**src/pkg/bix_pkg.sv**
```systemverilog
/*
 * Constants for the branch and increment execute block: opcode patterns,
 * field positions, widths and reset values.
 * Assumes a single 20 MHz clock and a program memory with one-cycle read.
 */
package bix_pkg;
   localparam int          INSN_W        = 12;
   localparam int          PC_W          = 11;
   localparam int          DATA_W        = 8;
   localparam int          FADDR_W       = 5;
   // opcode patterns and masks
   localparam logic [11:0] JMP_MASK      = 12'hE00;
   localparam logic [11:0] JMP_PAT       = 12'hA00;
   localparam logic [11:0] INC_MASK      = 12'hFC0;
   localparam logic [11:0] INC_PAT       = 12'h280;
   localparam logic [11:0] INCSZ_PAT     = 12'h3C0;
   localparam logic [11:0] NOP_WORD      = 12'h000;
   // field positions
   localparam int          LIT_MSB       = 8;
   localparam int          DEST_BIT      = 5;
   localparam int          FADDR_MSB     = 4;
   localparam int          PAGE_LO       = 5;
   localparam int          PAGE_HI       = 6;
   // reset values
   localparam logic [10:0] PC_RST        = 11'h7FF;
   localparam logic [7:0]  W_RST         = 8'h00;
   typedef enum logic [1:0] {
      BIX_RESET = 2'b00,
      BIX_FETCH = 2'b01,
      BIX_EXEC  = 2'b11
   } bix_state_e;
endpackage : bix_pkg

```
**src/core/bix_exec.sv**
```systemverilog
/*
 * Fetch, decode and execute of jump_absolute, increment_register and
 * increment_skip_zero for an 8-bit core with 12-bit instruction words.
 * Assumes program memory returns pmem_data one cycle after pmem_addr, and the
 * register file returns file_rdata in the same cycle as file_raddr.
 */
// Summary of operation
// RULE1 - jump_absolute loads its 9-bit literal into program counter bits 8:0.
// RULE2 - jump_absolute loads program counter bits 10:9 from status page bits 6:5.
// RULE3 - jump_absolute takes two cycles, one word, touches no status flag.
// RULE4 - increment_register adds one to file, writes w or file, updates zero.
// RULE5 - increment_skip_zero increments to w or file, leaves status flags alone.
// RULE6 - zero result of increment_skip_zero discards prefetch, runs a nop, two cycles.
// RULE7 - next word prefetched during execution; taken branch flushes it, refetches.
module bix_exec (
   input  wire logic                          ref_clk,
   input  wire logic                          rstn,
   input  wire logic [bix_pkg::INSN_W-1:0]    pmem_data,
   input  wire logic [bix_pkg::DATA_W-1:0]    status_in,
   input  wire logic [bix_pkg::DATA_W-1:0]    file_rdata,
   output logic      [bix_pkg::PC_W-1:0]      pmem_addr,
   output logic      [bix_pkg::FADDR_W-1:0]   file_raddr,
   output logic                               file_we,
   output logic      [bix_pkg::FADDR_W-1:0]   file_waddr,
   output logic      [bix_pkg::DATA_W-1:0]    file_wdata,
   output logic      [bix_pkg::DATA_W-1:0]    w_out,
   output logic                               zero_we,
   output logic                               zero_val,
   output logic                               insn_done
);
   import bix_pkg::*;

   // sequencing and fetch
   bix_state_e              state_q;
   logic [PC_W-1:0]         pc_q;
   logic                    flush_q;
   // accumulator
   logic [DATA_W-1:0]       w_q;
   // strobes towards register file and status
   logic                    we_q;
   logic [FADDR_W-1:0]      waddr_q;
   logic [DATA_W-1:0]       wdata_q;
   logic                    zwe_q;
   logic                    zval_q;
   logic                    done_q;

   // decode of the executing word
   logic                    exec_en;
   logic                    is_jmp;
   logic                    is_inc;
   logic                    is_incsz;
   logic                    is_any_inc;
   logic                    to_file;
   logic [FADDR_W-1:0]      faddr;
   logic                    wr_w;
   logic                    wr_file;
   logic                    upd_zero;
   logic [DATA_W-1:0]       sum;
   logic                    sum_zero;
   logic                    taken;
   logic [PC_W-1:0]         pc_next;
   logic [PC_W-1:0]         jmp_target;
   logic [INSN_W-1:0]       cur;

   // masked compare against an opcode pattern
   function automatic logic op_match(input logic [INSN_W-1:0] w,
                                     input logic [INSN_W-1:0] m,
                                     input logic [INSN_W-1:0] p);
      op_match = (w & m) == p;
   endfunction : op_match

   function automatic logic [DATA_W-1:0] incr_data(input logic [DATA_W-1:0] v);
      incr_data = DATA_W'(v + 8'h01);
   endfunction : incr_data

   function automatic logic [PC_W-1:0] incr_pc(input logic [PC_W-1:0] v);
      incr_pc = PC_W'(v + 11'h001);
   endfunction : incr_pc

   // pmem_data holds last cycle's fetch; a flush turns it into a nop
   assign cur        = flush_q ? NOP_WORD : pmem_data;
   assign exec_en    = state_q == BIX_EXEC;

   // classify the executing word
   always_comb begin
      is_jmp   = 1'b0;
      is_inc   = 1'b0;
      is_incsz = 1'b0;
      if (op_match(cur, JMP_MASK, JMP_PAT)) begin
         is_jmp = 1'b1;
      end else if (op_match(cur, INC_MASK, INC_PAT)) begin
         is_inc = 1'b1;
      end else if (op_match(cur, INC_MASK, INCSZ_PAT)) begin
         is_incsz = 1'b1;
      end
   end

   assign is_any_inc = is_inc || is_incsz;
   assign to_file    = cur[DEST_BIT];
   assign faddr      = cur[FADDR_MSB:0];
   assign wr_w       = exec_en && is_any_inc && !to_file;
   assign wr_file    = exec_en && is_any_inc && to_file;
   assign upd_zero   = exec_en && is_inc;
   assign sum        = incr_data(file_rdata);
   assign sum_zero   = sum == 8'h00;
   // RULE1 literal into low bits
   // RULE2 page bits from status
   assign jmp_target = {status_in[PAGE_HI:PAGE_LO], cur[LIT_MSB:0]};
   // RULE6 skip when result zero
   assign taken      = is_jmp || (is_incsz && sum_zero);

   // next fetch address
   always_comb begin
      pc_next = incr_pc(pc_q);
      if (is_jmp) begin
         pc_next = jmp_target;
      end
   end

   // reset, one fetch cycle, then execute every cycle
   always_ff @(posedge ref_clk or negedge rstn) begin
      if (!rstn) begin
         state_q <= BIX_RESET;
      end else begin
         case (state_q)
            BIX_RESET: begin
               state_q <= BIX_FETCH;
            end
            BIX_FETCH: begin
               state_q <= BIX_EXEC;
            end
            default: begin
               state_q <= BIX_EXEC;
            end
         endcase
      end
   end

   // RULE7 prefetch during execute
   always_ff @(posedge ref_clk or negedge rstn) begin
      if (!rstn) begin
         pc_q <= PC_RST;
      end else begin
         case (state_q)
            BIX_RESET: begin
               pc_q <= PC_RST;
            end
            BIX_FETCH: begin
               pc_q <= incr_pc(pc_q);
            end
            default: begin
               // RULE1 branch redirects fetch
               pc_q <= pc_next;
            end
         endcase
      end
   end

   // RULE7 drop prefetched word
   // RULE3 jump spends nop cycle
   always_ff @(posedge ref_clk or negedge rstn) begin
      if (!rstn) begin
         flush_q <= 1'b0;
      end else begin
         flush_q <= exec_en && taken;
      end
   end

   // RULE4 d clear targets w
   always_ff @(posedge ref_clk or negedge rstn) begin
      if (!rstn) begin
         w_q <= W_RST;
      end else if (wr_w) begin
         w_q <= sum;
      end
   end

   // RULE5 d set targets register
   always_ff @(posedge ref_clk or negedge rstn) begin
      if (!rstn) begin
         we_q    <= 1'b0;
         waddr_q <= '0;
         wdata_q <= '0;
      end else begin
         we_q <= wr_file;
         if (wr_file) begin
            waddr_q <= faddr;
            wdata_q <= sum;
         end
      end
   end

   // RULE4 zero flag update
   always_ff @(posedge ref_clk or negedge rstn) begin
      if (!rstn) begin
         zwe_q  <= 1'b0;
         zval_q <= 1'b0;
      end else begin
         zwe_q <= upd_zero;
         if (upd_zero) begin
            zval_q <= sum_zero;
         end
      end
   end

   // one pulse per executed cycle, flushed nop included
   always_ff @(posedge ref_clk or negedge rstn) begin
      if (!rstn) begin
         done_q <= 1'b0;
      end else begin
         done_q <= exec_en;
      end
   end

   assign pmem_addr  = pc_q;
   assign file_raddr = faddr;
   assign file_we    = we_q;
   assign file_waddr = waddr_q;
   assign file_wdata = wdata_q;
   assign w_out      = w_q;
   assign zero_we    = zwe_q;
   assign zero_val   = zval_q;
   assign insn_done  = done_q;
endmodule : bix_exec

```
**config.mk**
```make
export PLATFORM = sky130hd
export DESIGN_NAME = bix_exec
export DESIGN_NICKNAME = d
export VERILOG_FILES = /design/src/pkg/bix_pkg.sv /design/src/core/bix_exec.sv
export SDC_FILE = /design/constraint.sdc
export NUM_CORES = 1
export LEC_CHECK = 0
export ABC_AREA = 1
export BUFFER_PORTS_ARGS = -buffer_cell sky130_fd_sc_hd__buf_2
export CAP_MARGIN = 20
export CORE_MARGIN = 2
export CORE_UTILIZATION = 40
export DETAILED_ROUTE_END_ITERATION = 8
export GPL_TIMING_DRIVEN = 0
export PLACE_DENSITY = 0.66
export SETUP_SLACK_MARGIN = 0.3
export SLEW_MARGIN = 20
export SYNTH_ARGS = -nofsm -noshare
export SYNTH_HDL_FRONTEND = slang
export SYNTH_SLANG_ARGS = --single-unit
export TNS_END_PERCENT = 10
```
**constraint.sdc**
```tcl
create_clock -name ref_clk -period 2.8 [get_ports ref_clk]
set_input_delay 0.28 -clock ref_clk [delete_from_list [all_inputs] [get_ports ref_clk]]
set_output_delay 0.28 -clock ref_clk [all_outputs]
set_load 0.02 [all_outputs]
```
==> flow_summary.toml <==
[route]
antenna_left = 0
drtIter0Drc = 112
dr_wl_met2_mm = 2.04
wl_met1_mm = 2.26
highest_layer = "met4"
vias = 1823
route.detailed.wl_per_inst_um = 11.2
route.met3.wl_um = 207
drcViolationCount = 0
drt_wl_total_mm = 4.55
dr.pass1.iters = 4
avgViaCountPerCell = 4.48

[finish]
final_common_cell = "nand2_1"
regArea_sq_um = 990
mostFrequentLayoutCells = "86 x nand2_1, 64 x buf_2, 38 x inv_1"
area_delta_synth_final_pct = 25.2
multi_input_comb_area_sq_um = 892
fillerInstances = 532
fin_nets = 368
final_layout_size_suffix_gt1_share_pct = 32.0
fin_cells = 407
antenna_cells = 0

[placed_design]
hpwl_mm = 3.49
gp_congestion = 0.798
port_buffers = 64
placedCellCount = 399

[clocking]
cts_hold_buf = 0
root_buffer = "clkbuf_8"
cts_max_level = 2
cts.repair.resized = 0
cts_tree = "yes"
clock_latency_ps = 300
cts_sinks = 39
cts.clk_slew.worst_paths_ps = 80
post_cts_buffers = 0
clk_path_buf_depth = 2
numCtsBuffers = 5

[synth]
ys_seq_area_share_pct = 47.7
synth_seq_cells = 39
syn-num-nets = 297
yosysWarnings = 0
synth_cell_types = 28
syn_inst = 265
avgSynthCellArea_sq_um = 7.84
syn_area_sq_um = 2080

[floorplanning]
dieArea_sq_um = 5790
ios = 71
dieWidth_um = 76.1
start_util_pct = 40.9
rows = 26
core_sq_um = 5070
fp.dieH_um = 76.1

[global_routing]
grt_remaining_overflow = 0
grt_max_degree = 40
grt_pass1_wl_mm = 7.96
grt_pass1_vias = 1751
antenna_found_initial = 0
grtUsageTotal_pct = 16.7

[critical_path]
rr_startpoint = "pmem_addr[0]"
path_max_fanout = 6
cp_top_family = "simple AND/OR/NAND/NOR gates"
cp_slowest_cell = "dfstp_2"
worstSetupStartpoint = "pmem_addr[0]"
cp_data_arrival_time_ps = 1920
r2r_cells = 7
path_class = "register to register"
path_cells = "ha_1, nand3_1, nor2_1, nand3b_1, nand2_1, nand2_1, a21oi_1"
cp.required_ps = 3020
slowest_delay_ps = 560
r2r-end = "pmem_addr[8]"
worst_setup_path_end_kind = "register"
critPathMostFrequentCell = "nand2_1"
crit_path_start_kind = "register"
crit_buf_inv = 0
rrSetupSlack_ps = 1100

[timing]
finalClockSkew_ps = 11.5
max_slew.worst_pin.slew_ps = 833
setup_violations = 0
max_freq_ghz = 0.587
max_slew_margin_pct = 44.5
fin_crit_sh_pct = 60.8
hold_viol = 0
tns_ps = 0
slew_viol_final = 0
rsz0062_at_grt = "false"
min_period_ps = 1700

[power]
p_leak_uw = 0.00153
ir_drop_mv = 0.292
power_density_nw_per_um2 = 732
power_uw = 1900

[run]
max_cap_viol_count = 0

[hold_path]
min_path_type = "input pin to async pin"

[outcome]
status = "completed"
-- synthesized netlist by cell type --
master / number / area, sq um
dfstp_2: 11 / 289
conb_1: 1 / 3.75
nand3_1: 25 / 125
o21ai_2: 11 / 96.3
nand3_2: 1 / 10.0
a22oi_1: 4 / 30.0
nand2_4: 1 / 11.3
nand4_1: 5 / 31.3
a21oi_1: 3 / 15.0
nand2_2: 3 / 18.8
inv_2: 2 / 7.51
xor2_1: 1 / 8.76
nand4_2: 1 / 12.5
buf_4: 1 / 7.51
dfrtp_1: 28 / 701
ha_1: 2 / 25.0
nor2_1: 23 / 86.3
or2_0: 2 / 12.5
nand2_1: 86 / 323
nor3_1: 1 / 5.00
o21ai_0: 4 / 20.0
clkinv_1: 1 / 3.75
nor2_4: 1 / 11.3
nor2_2: 1 / 6.26
xnor2_1: 2 / 17.5
inv_1: 38 / 143
buf_6: 3 / 33.8
nand3b_1: 3 / 22.5
-- layout make-up --
| cell class | count | area share [%] |
|---|---|---|
| clock buffers | 5 | 2.65 |
| repair buffers | 64 | 12.3 |
| well taps | 70 | 3.37 |
| clock inverters | 3 | 1.78 |
| inverters | 41 | 5.92 |
| plain buffers | 4 | 1.59 |
| multi-input cells | 181 | 34.3 |
| flip-flops and latches | 39 | 38.1 |
-- worst max path at each step --
stage | to | slack [ps] | depth (start not counted)
floorplan | pmem_addr[8] | 1260 | 7
global placement | pmem_addr[8] | 1170 | 7
detailed placement | pmem_addr[6] | 1140 | 8
CTS | pmem_addr[8] | 1110 | 7
global route | pmem_addr[8] | 920 | 7
finish | pmem_addr[8] | 1100 | 7
-- metal layers --
layer,global-route usage (%),vias up
met5,0,-
met4,3.82,0
met3,3.91,5
met2,26.5,45
met1,23.4,802
li1,-,971
-- power by group --
| part | leakage [uW] | internal [uW] | switching [uW] |
|---|---|---|---|
| clock | 0.0000548 | 268 | 207 |
| sequential | 0.000485 | 723 | 92.7 |
| combinational | 0.000993 | 220 | 393 |
-- state kept, by name, summed over array words and instances (netlist names), 2 cells and up --
register	cells
state_q	2
file_waddr	5
file_wdata	8
w_out	8
pmem_addr	11
-- stage by stage --
step	util, %	setup slack [ps]	hold slack [ps]	area (sq um)
after global placement	49.0	1170	448	2480
after global routing	51.2	925	148	2600
final	51.2	1100	80.4	2600
after floorplan	-	1260	-15.6	2080
after CTS	51.2	1110	113	2600
after detailed placement	49.0	1140	439	2480
-- kinds of logic after synthesis --
| group | share of synthesized area [%] |
|---|---|
| fa+ha+maj | 1.20 |
| compound gates | 7.77 |
| buf+inv | 9.40 |
| xor+xnor | 1.27 |
| other cells | 0.181 |
| flops | 47.7 |
| simple gates | 32.5 |
Power figures use the tool's default switching activity.
